--- src/hdl/atsm_pkg.sv ---
// Constants and types shared by the audio transmit slot mapper
package atsm_pkg;

   // ---------------------------------------------------------------
   // Register indices (byte address is four times the index)
   // ---------------------------------------------------------------
   localparam logic [7:0] IDX_LANE = 8'h1D;
   localparam logic [7:0] IDX_CH1  = 8'h1E;
   localparam logic [7:0] IDX_CH2  = 8'h1F;
   localparam logic [7:0] IDX_CH3  = 8'h20;
   localparam logic [7:0] IDX_FMT  = 8'h30;
   localparam logic [7:0] IDX_STAT = 8'h31;

   // ---------------------------------------------------------------
   // Reset values
   // ---------------------------------------------------------------
   localparam logic [7:0] RST_LANE = 8'h00;
   localparam logic [5:0] RST_CH1  = 6'h20;
   localparam logic [5:0] RST_CH2  = 6'h21;
   localparam logic [6:0] RST_CH3  = 7'h02;
   localparam logic [1:0] RST_FMT  = 2'h0;

   // ---------------------------------------------------------------
   // Field layout of the channel configuration registers
   // ---------------------------------------------------------------
   localparam int unsigned SLOT_W   = 5;
   localparam int unsigned EN_BIT   = 5;
   localparam int unsigned SRC_LSB  = 5;
   localparam logic [1:0]  SRC_OFF  = 2'h0;
   localparam logic [1:0]  SRC_MIC  = 2'h1;
   localparam logic [1:0]  SRC_VBAT = 2'h2;

   // ---------------------------------------------------------------
   // Framing
   // ---------------------------------------------------------------
   localparam logic [1:0]  FMT_TDM   = 2'h0;
   localparam logic [1:0]  FMT_I2S   = 2'h1;
   localparam logic [1:0]  FMT_LJ    = 2'h2;
   localparam int unsigned NUM_CH    = 3;
   localparam int unsigned NUM_LANE  = 2;
   localparam int unsigned WORD_W    = 32;
   localparam int unsigned CNT_W     = 10;
   localparam logic [9:0]  TDM_LAST  = 10'h3FF;
   localparam logic [9:0]  HALF_LAST = 10'h1FF;

   typedef enum logic [1:0] {PH_IDLE, PH_LEAD, PH_RUN} atsm_phase_t;

endpackage

--- src/hdl/atsm_edge_if.sv ---
// Synchronised link clock edges and frame sync level
`timescale 1ns/1ns
interface atsm_edge_if;
   logic bclk_rise;
   logic bclk_fall;
   logic fsync;
   modport src (output bclk_rise, output bclk_fall, output fsync);
   modport dst (input bclk_rise, input bclk_fall, input fsync);
endinterface

--- src/hdl/atsm_lane_pick.sv ---
// Picks the lowest-numbered channel owning the current slot on one lane
`timescale 1ns/1ns
module atsm_lane_pick
   import atsm_pkg::*;
#(
   parameter logic LANE = 1'b0
)
(
   // Slot being transmitted
   input  wire logic                     i_valid,
   input  wire logic [SLOT_W-1:0]        i_slot,
   // Channel settings
   input  wire logic [NUM_CH-1:0]        i_en,
   input  wire logic [NUM_CH-1:0]        i_lane,
   input  wire logic [NUM_CH*SLOT_W-1:0] i_slots,
   // Result
   output logic                          o_hit,
   output logic [1:0]                    o_idx,
   output logic [NUM_CH-1:0]             o_match
);
   // Per-channel slot compare
   for (genvar c = 0; c < NUM_CH; c++) begin : g_match
      assign o_match[c] = i_valid && i_en[c] && (i_lane[c] == LANE)
                          && (i_slots[c*SLOT_W +: SLOT_W] == i_slot);
   end

   // Lowest index wins so a clash never merges two words
   always_comb begin
      o_hit = |o_match;
      o_idx = 2'h0;
      for (int c = NUM_CH - 1; c >= 0; c--) begin
         if (o_match[c]) begin
            o_idx = c[1:0];
         end
      end
   end
endmodule

--- src/hdl/atsm_pin_sync.sv ---
// Two-stage synchroniser and edge finder for the link clock and frame sync
`timescale 1ns/1ns
module atsm_pin_sync
   import atsm_pkg::*;
(
   // Clock and reset
   input  wire logic  i_clk,
   input  wire logic  i_rst,
   // Link pins
   input  wire logic  i_bclk,
   input  wire logic  i_fsync,
   // Events to the core
   atsm_edge_if.src   o_edge
);
   typedef struct packed {
      logic [1:0] meta;
      logic [1:0] sync;
      logic       bclk_old;
   } atsm_sync_t;

   atsm_sync_t st_ff;
   atsm_sync_t nxt_st;

   // Stage one feeds stage two only; edges come from stage two
   always_comb begin
      nxt_st          = st_ff;
      nxt_st.meta     = {i_bclk, i_fsync};
      nxt_st.sync     = st_ff.meta;
      nxt_st.bclk_old = st_ff.sync[1];
   end

   always_ff @(posedge i_clk) begin
      if (i_rst) begin
         st_ff <= '0;
      end else begin
         st_ff <= nxt_st;
      end
   end

   // One-cycle edge pulses and the frame sync level
   assign o_edge.bclk_rise = st_ff.sync[1] & ~st_ff.bclk_old;
   assign o_edge.bclk_fall = ~st_ff.sync[1] & st_ff.bclk_old;
   assign o_edge.fsync     = st_ff.sync[0];
endmodule

--- src/hdl/atsm_top.sv ---
// Transmit slot mapper: AHB-Lite registers, frame tracking and lane drive
//
// How it works
// - One bit per channel picks primary (0) or secondary (1) data pin.
// - Lane select register resets to zero, all channels on primary pin.
// - Channel 1 enable off tri-states its slot; on drives channel 1 samples.
// - Channel 2 enable off tri-states its slot; on drives channel 2 samples.
// - Five-bit slot field; in TDM value n selects slot n, 0 to 31.
// - In I2S or LJ, 0-15 pick left slots, 16-31 right slots 0-15.
// - Channel 1 resets enabled in slot 0, channel 2 enabled in slot 1.
// - Channel 3 configuration register resets to 0x02.
// - Channel 3 source: 0 off, 1 microphone 3, 2 battery voltage, 3 reserved.
//
// Added by the designer: the AHB-Lite interface to the registers.
`timescale 1ns/1ns
module atsm_top
   import atsm_pkg::*;
(
   // Clock and reset
   input  wire logic               i_clk,
   input  wire logic               i_rst,
   // AHB-Lite slave
   input  wire logic               i_hsel,
   input  wire logic [31:0]        i_haddr,
   input  wire logic [1:0]         i_htrans,
   input  wire logic               i_hwrite,
   input  wire logic [2:0]         i_hsize,
   input  wire logic [31:0]        i_hwdata,
   input  wire logic               i_hready,
   output logic [31:0]             o_hrdata,
   output logic                    o_hreadyout,
   output logic                    o_hresp,
   // Sample words, same clock domain
   input  wire logic [WORD_W-1:0]  i_ch1_sample,
   input  wire logic [WORD_W-1:0]  i_ch2_sample,
   input  wire logic [WORD_W-1:0]  i_mic3_sample,
   input  wire logic [WORD_W-1:0]  i_vbat_sample,
   // Link pins
   input  wire logic               i_bclk,
   input  wire logic               i_fsync,
   output logic                    o_dout,
   output logic                    o_dout_oe_n,
   output logic                    o_secondary_serial_out,
   output logic                    o_secondary_serial_out_oe_n
);

   // ---------------------------------------------------------------
   // State
   // ---------------------------------------------------------------
   typedef struct packed {
      logic [7:0]                   lane;
      logic [5:0]                   ch1;
      logic [5:0]                   ch2;
      logic [6:0]                   ch3;
      logic [1:0]                   fmt;
      logic                         wr_pend;
      logic [7:0]                   wr_idx;
      logic [31:0]                  rdata;
      logic                         fs_q;
      logic                         start_pend;
      atsm_phase_t                  phase;
      logic [CNT_W-1:0]             cnt;
      logic                         right;
      logic [NUM_CH-1:0][WORD_W-1:0] words;
      logic [NUM_LANE-1:0]          dout;
      logic [NUM_LANE-1:0]          oe_n;
   } atsm_state_t;

   atsm_state_t st_ff;
   atsm_state_t nxt_st;

   atsm_edge_if edge_bus ();

   logic                         addr_ok;
   logic                         is_tdm;
   logic                         is_i2s;
   logic                         slot_valid;
   logic [SLOT_W-1:0]            cur_slot;
   logic [4:0]                   bit_pos;
   logic [NUM_CH-1:0]            chan_en;
   logic [NUM_CH-1:0]            chan_lane;
   logic [NUM_CH*SLOT_W-1:0]     chan_slots;
   logic [NUM_LANE-1:0]          pick_hit;
   logic [NUM_LANE-1:0][1:0]     pick_idx;
   logic [NUM_LANE-1:0][NUM_CH-1:0] pick_match;

   // ---------------------------------------------------------------
   // Link pin synchroniser
   // ---------------------------------------------------------------
   atsm_pin_sync u_sync (
      .i_clk   (i_clk),
      .i_rst   (i_rst),
      .i_bclk  (i_bclk),
      .i_fsync (i_fsync),
      .o_edge  (edge_bus.src)
   );

   // ---------------------------------------------------------------
   // Register read view
   // ---------------------------------------------------------------
   // Reserved bits read as zero whatever software wrote
   function automatic logic [31:0] read_reg(input logic [7:0] idx,
                                            input atsm_state_t s,
                                            input logic [7:0] stat);
      logic [31:0] v;
      v = 32'h0000_0000;
      unique case (idx)
         IDX_LANE: v[7:0] = s.lane;
         IDX_CH1:  v[5:0] = s.ch1;
         IDX_CH2:  v[5:0] = s.ch2;
         IDX_CH3:  v[6:0] = s.ch3;
         IDX_FMT:  v[1:0] = s.fmt;
         IDX_STAT: v[7:0] = stat;
         default:  v      = 32'h0000_0000;
      endcase
      return v;
   endfunction

   // ---------------------------------------------------------------
   // Slot decode from the bit counter
   // ---------------------------------------------------------------
   assign is_tdm  = (st_ff.fmt != FMT_I2S) && (st_ff.fmt != FMT_LJ);
   assign is_i2s  = (st_ff.fmt == FMT_I2S);
   assign bit_pos = st_ff.cnt[4:0];

   always_comb begin
      if (is_tdm) begin
         cur_slot   = st_ff.cnt[9:5];
         slot_valid = (st_ff.phase == PH_RUN);
      end else begin
         cur_slot   = {st_ff.right, st_ff.cnt[8:5]};
         slot_valid = (st_ff.phase == PH_RUN) && !st_ff.cnt[9];
      end
   end

   assign chan_en[0] = st_ff.ch1[EN_BIT];
   assign chan_en[1] = st_ff.ch2[EN_BIT];
   assign chan_en[2] = (st_ff.ch3[SRC_LSB +: 2] == SRC_MIC)
                       || (st_ff.ch3[SRC_LSB +: 2] == SRC_VBAT);

   // lane bits of the configured channels
   assign chan_lane  = st_ff.lane[NUM_CH-1:0];
   assign chan_slots = {st_ff.ch3[SLOT_W-1:0], st_ff.ch2[SLOT_W-1:0],
                        st_ff.ch1[SLOT_W-1:0]};

   // ---------------------------------------------------------------
   // Per-lane slot owner
   // ---------------------------------------------------------------
   for (genvar l = 0; l < NUM_LANE; l++) begin : g_lane
      atsm_lane_pick #(
         .LANE (1'(l))
      ) u_pick (
         .i_valid (slot_valid),
         .i_slot  (cur_slot),
         .i_en    (chan_en),
         .i_lane  (chan_lane),
         .i_slots (chan_slots),
         .o_hit   (pick_hit[l]),
         .o_idx   (pick_idx[l]),
         .o_match (pick_match[l])
      );
   end

   // ---------------------------------------------------------------
   // Next-state logic
   // ---------------------------------------------------------------
   assign addr_ok = i_hsel && i_htrans[1] && i_hready;

   always_comb begin
      nxt_st = st_ff;

      if (st_ff.wr_pend) begin
         unique case (st_ff.wr_idx)
            IDX_LANE: nxt_st.lane = i_hwdata[7:0];
            IDX_CH1:  nxt_st.ch1  = i_hwdata[5:0];
            IDX_CH2:  nxt_st.ch2  = i_hwdata[5:0];
            IDX_CH3:  nxt_st.ch3  = i_hwdata[6:0];
            IDX_FMT:  nxt_st.fmt  = i_hwdata[1:0];
            default:  nxt_st.lane = st_ff.lane;
         endcase
      end

      // Address phase; read data uses the freshest register values
      nxt_st.wr_pend = addr_ok && i_hwrite;
      nxt_st.wr_idx  = i_haddr[9:2];
      if (addr_ok && !i_hwrite) begin
         nxt_st.rdata = read_reg(i_haddr[9:2], nxt_st,
                                 {~st_ff.oe_n, slot_valid, cur_slot});
      end

      // Frame start is caught on the rising link clock edge
      if (edge_bus.bclk_rise) begin
         nxt_st.fs_q = edge_bus.fsync;
         if (is_tdm ? (edge_bus.fsync && !st_ff.fs_q)
                    : (edge_bus.fsync != st_ff.fs_q)) begin
            nxt_st.start_pend = 1'b1;
         end
      end

      // Data moves on the falling edge; I2S waits one extra bit
      if (edge_bus.bclk_fall) begin
         if (st_ff.start_pend) begin
            nxt_st.start_pend = 1'b0;
            nxt_st.cnt        = '0;
            nxt_st.phase      = is_i2s ? PH_LEAD : PH_RUN;
            // left half is fsync low in I2S, high in LJ
            nxt_st.right      = is_tdm ? 1'b0 : (is_i2s ? st_ff.fs_q : !st_ff.fs_q);
            nxt_st.words[0]   = i_ch1_sample;
            nxt_st.words[1]   = i_ch2_sample;
            nxt_st.words[2]   = (st_ff.ch3[SRC_LSB +: 2] == SRC_VBAT) ? i_vbat_sample
                                                                     : i_mic3_sample;
         end else begin
            unique case (st_ff.phase)
               PH_IDLE: nxt_st.phase = PH_IDLE;
               PH_LEAD: nxt_st.phase = PH_RUN;
               PH_RUN: begin
                  if (st_ff.cnt == (is_tdm ? TDM_LAST : HALF_LAST)) begin
                     nxt_st.phase = PH_IDLE;
                  end else begin
                     nxt_st.cnt = st_ff.cnt + 10'h001;
                  end
               end
            endcase
         end
      end

      // only the chosen owner drives each lane
      for (int l = 0; l < NUM_LANE; l++) begin
         nxt_st.oe_n[l] = !pick_hit[l];
         nxt_st.dout[l] = pick_hit[l] && st_ff.words[pick_idx[l]][~bit_pos];
      end
   end

   // ---------------------------------------------------------------
   // State register
   // ---------------------------------------------------------------
   // full state reset
   always_ff @(posedge i_clk) begin
      if (i_rst) begin
         st_ff       <= '0;
         st_ff.lane  <= RST_LANE;
         st_ff.ch1   <= RST_CH1;
         st_ff.ch2   <= RST_CH2;
         st_ff.ch3   <= RST_CH3;
         st_ff.fmt   <= RST_FMT;
         st_ff.phase <= PH_IDLE;
         st_ff.oe_n  <= '1;
      end else begin
         st_ff <= nxt_st;
      end
   end

   // ---------------------------------------------------------------
   // Outputs
   // ---------------------------------------------------------------
   // Zero-wait slave; every access completes OKAY
   assign o_hreadyout                 = 1'b1;
   assign o_hresp                     = 1'b0;
   assign o_hrdata                    = st_ff.rdata;
   assign o_dout                      = st_ff.dout[0];
   assign o_dout_oe_n                 = st_ff.oe_n[0];
   assign o_secondary_serial_out      = st_ff.dout[1];
   assign o_secondary_serial_out_oe_n = st_ff.oe_n[1];
endmodule
--- config.mk ---
export PLATFORM = sky130hd
export DESIGN_NAME = atsm_top
export DESIGN_NICKNAME = d
export VERILOG_FILES = /design/src/hdl/atsm_pkg.sv /design/src/hdl/atsm_edge_if.sv /design/src/hdl/atsm_lane_pick.sv /design/src/hdl/atsm_pin_sync.sv /design/src/hdl/atsm_top.sv
export SDC_FILE = /design/constraint.sdc
export NUM_CORES = 1
export LEC_CHECK = 0
export ABC_AREA = 1
export BUFFER_PORTS_ARGS = -buffer_cell sky130_fd_sc_hd__clkbuf_2
export CORE_MARGIN = 5
export CORE_UTILIZATION = 50
export DETAILED_ROUTE_END_ITERATION = 12
export PLACE_DENSITY = 0.83
export SYNTH_ARGS = -nofsm -noshare
export SYNTH_HDL_FRONTEND = slang
export SYNTH_HIERARCHICAL = 1
export SYNTH_SLANG_ARGS = --single-unit
--- constraint.sdc ---
create_clock -name i_clk -period 3.55 [get_ports i_clk]
set_clock_uncertainty 0.15 [all_clocks]
set_input_delay 0.71 -clock i_clk [delete_from_list [all_inputs] [get_ports i_clk]]
set_output_delay 0.71 -clock i_clk [all_outputs]
set_load 0.1 [all_outputs]
==> flow_metrics.env <==
export IMPL_rsz0062_at_grt="false"
export IMPL_path_class="register to register"
export IMPL_first_pass_iters=6
export IMPL_nNetsFinal=1809
export IMPL_crit_slowest_cell="o21a_1"
export IMPL_grt_max_degree=68
export IMPL_holdCritPathClass="register to register"
export IMPL_syn_inst=1485
export IMPL_hold_path_end="u_sync/nxt_st[0]$_SDFF_PP0_"
export IMPL_finalWeightedCongestion=0.893
export IMPL_fmax_ghz=0.310
export IMPL_wire_per_inst_microns=14.1
export IMPL_syn_to_final_growth_pct=13.3
export IMPL_antenna_cells=0
export IMPL_holdPathStages=2
export IMPL_postCtsSetupBuffers=0
export IMPL_fin_crit_sh_pct=90.9
export IMPL_rows=50
export IMPL_cts_sinks=166
export IMPL_max_vdd_ir_drop_v=0.000299
export IMPL_worst_ep_arrival_time_ns=3.41
export IMPL_nFillCells=1807
export IMPL_slew_viol_final=0
export IMPL_htreeDepth=4
export IMPL_clk_pin_slew_worst_paths_ns=0.07
export IMPL_cp_max_fo=32
export IMPL_fin_cells=1847
export IMPL_placedCellCount=1816
export IMPL_clock_latency_ns=0.44
export IMPL_power_leakage_uw=0.00457
export IMPL_die_width_microns=148
export IMPL_antenna_found_initial=0
export IMPL_cts_root_buf="clkbuf_16"
export IMPL_syn_area_per_cell_sq_um=6.40
export IMPL_worstPathRequired_ns=3.74
export IMPL_power_frac_clock_pct=44.8
export IMPL_grt_overflow_total=0
export IMPL_rr_startpoint="st_ff[157]$_SDFF_PP0_"
export IMPL_initial_core_util_pct=50.8
export IMPL_core_sq_um=18700
export IMPL_grt_pass1_vias=8699
export IMPL_grt_pass1_wl_mm=42.0
export IMPL_internal_power_uw=2970
export IMPL_drv_cap=0
export IMPL_power_density_nw_per_um2=371
export IMPL_via_count=9642
export IMPL_reg2reg_depth=20
export IMPL_synth_warnings=6
export IMPL_die_h_microns=148
export IMPL_ant_nets=0
export IMPL_finalSetupViolations=0
export IMPL_layout_commonest_cell="nand2_1"
export IMPL_fin_crit_ns=3.23
export IMPL_start_kind="register"
export IMPL_crit_buf_inv=4
export IMPL_p_switching_uw=1030
export IMPL_netSwitchingFraction_pct=25.8
export IMPL_routed_wl_mm=26.0
export IMPL_final_cell_mix="nand2_1, nor2_1, nand3_1"
export IMPL_relSlewSlack_pct=30.7
export IMPL_combinationalPowerShare_pct=8.3
export IMPL_cts_buffers=17
export IMPL_worst_setup_path_end_kind="register"
export IMPL_worstReg2RegEnd="o_dout$_SDFF_PP0_"
export IMPL_power_share_sequential_pct=47.0
export IMPL_worst_pin_slew_ns=1.04
export IMPL_max_stage_delay_ns=0.40
export IMPL_outcome="complete, no violations"
export IMPL_io_buffers=163
export IMPL_drcViolationCount=0
export IMPL_first_iter_violations=822
export IMPL_pin_count=242
export IMPL_track_usage_pct=23.4
export IMPL_syn_cell_area_sq_um=9510
export IMPL_drive_above_1_share_pct=17.0
export IMPL_path_cells="inv_1, ha_1, nand2_1, o21a_1, xor2_1, nor2_1, nand3_2, nor2_2, inv_1, buf_4, nand2_1, nand3_1, nand3_1, nand3_1, nand3_1, nand3_1, nand2_1, nand2_1, nand2_1, inv_1"
export IMPL_setup_tns_ns=0
export IMPL_ctsHoldBuffers=0
export IMPL_hold_viol_final=0
export IMPL_critPathTopFamily="simple AND/OR/NAND/NOR gates"
export IMPL_cp_num_cells=20
export IMPL_regToRegSetupSlack_ns=0.32
export IMPL_clockBufferDepth=2
export IMPL_tritoncts="yes"
export IMPL_post_dp_hpwl_mm=18.6
export IMPL_design_die_area_sq_um=21900
export IMPL_holdCritStartpoint="u_sync/nxt_st[2]$_SDFF_PP0_"
export IMPL_viasPerCell=5.22
export IMPL_cts_resized_gates=0
[power by group through the flow]
| stage | clock (uW) | combinational, uW | sequential, uW |
|---|---|---|---|
| after floorplan | 0 | 237 | 1920 |
| after global placement | 0 | 326 | 1920 |
| after detailed placement | 0 | 329 | 1920 |
| after CTS | 1800 | 331 | 1880 |
| after global routing | 1880 | 357 | 1880 |
| final | 1790 | 330 | 1880 |
[state kept, by name, indices dropped and copies added, names as in the netlist]
signal,cells
chan_lane,3
bit_pos,5
o_dout_oe_n,1
u_sync/st_ff,1
st_ff,124
o_hrdata,8
chan_slots,15
chan_en,2
u_sync/o_edge.fsync,1
o_dout,1
u_sync/nxt_st,3
o_secondary_serial_out_oe_n,1
o_secondary_serial_out,1
[final cells by class]
| class | count | area (sq um) | area share, % |
|---|---|---|---|
| inverters | 131 | 492 | 4.57 |
| clock buffers | 22 | 464 | 4.31 |
| repair buffers | 179 | 936 | 8.69 |
| flip-flops and latches | 166 | 3320 | 30.9 |
| multi-input cells | 1106 | 5160 | 48.0 |
| clock inverters | 9 | 95.1 | 0.883 |
| well taps | 234 | 293 | 2.72 |
[stage by stage]
step	hold slack (ns)	total power [uW]	cell area, sq um	setup WS, ns	utilization [%]
4_1_cts	0.256	4010	10800	0.317	57.6
2_1_floorplan	0.238	2160	9600	0.842	-
3_3_place_gp	0.249	2250	10200	0.475	54.6
3_5_place_dp	0.247	2250	10200	0.380	54.6
6_report	0.252	4000	10800	0.325	57.6
5_1_grt	0.269	4120	10800	0.0185	57.6
[worst reg2reg max path, cell delays in order (launching register included)]
cell and delay [ns]:
dfxtp_1 0.31, inv_1 0.05, ha_1 0.32, nand2_1 0.11, o21a_1 0.40, xor2_1 0.13
nor2_1 0.20, nand3_2 0.12, nor2_2 0.17, inv_1 0.05, buf_4 0.24, nand2_1 0.13
nand3_1 0.10, nand3_1 0.13, nand3_1 0.11, nand3_1 0.12, nand3_1 0.09, nand2_1 0.07
nand2_1 0.04, nand2_1 0.06, inv_1 0.03
[how the worst max path moves through the flow]
stage	slack (ns)	endpoint	start
after floorplan	0.84	o_dout$_SDFF_PP0_	st_ff[157]$_SDFF_PP0_
after CTS	0.32	o_dout$_SDFF_PP0_	st_ff[157]$_SDFF_PP0_
after global routing	0.02	o_secondary_serial_out$_SDFF_PP0_	st_ff[157]$_SDFF_PP0_
final	0.32	o_dout$_SDFF_PP0_	st_ff[157]$_SDFF_PP0_
after detailed placement	0.38	o_dout$_SDFF_PP0_	st_ff[157]$_SDFF_PP0_
after global placement	0.47	o_dout$_SDFF_PP0_	st_ff[157]$_SDFF_PP0_
[routing by layer]
metal,routed length [microns],global-route usage [%],up-vias
met1,11300,31.1,4311
li1,-,-,4906
met4,469,7.21,0
met3,2170,4.90,44
met5,0,0,-
met2,12100,38.2,381
No activity file was read; power rests on OpenSTA's default activity.
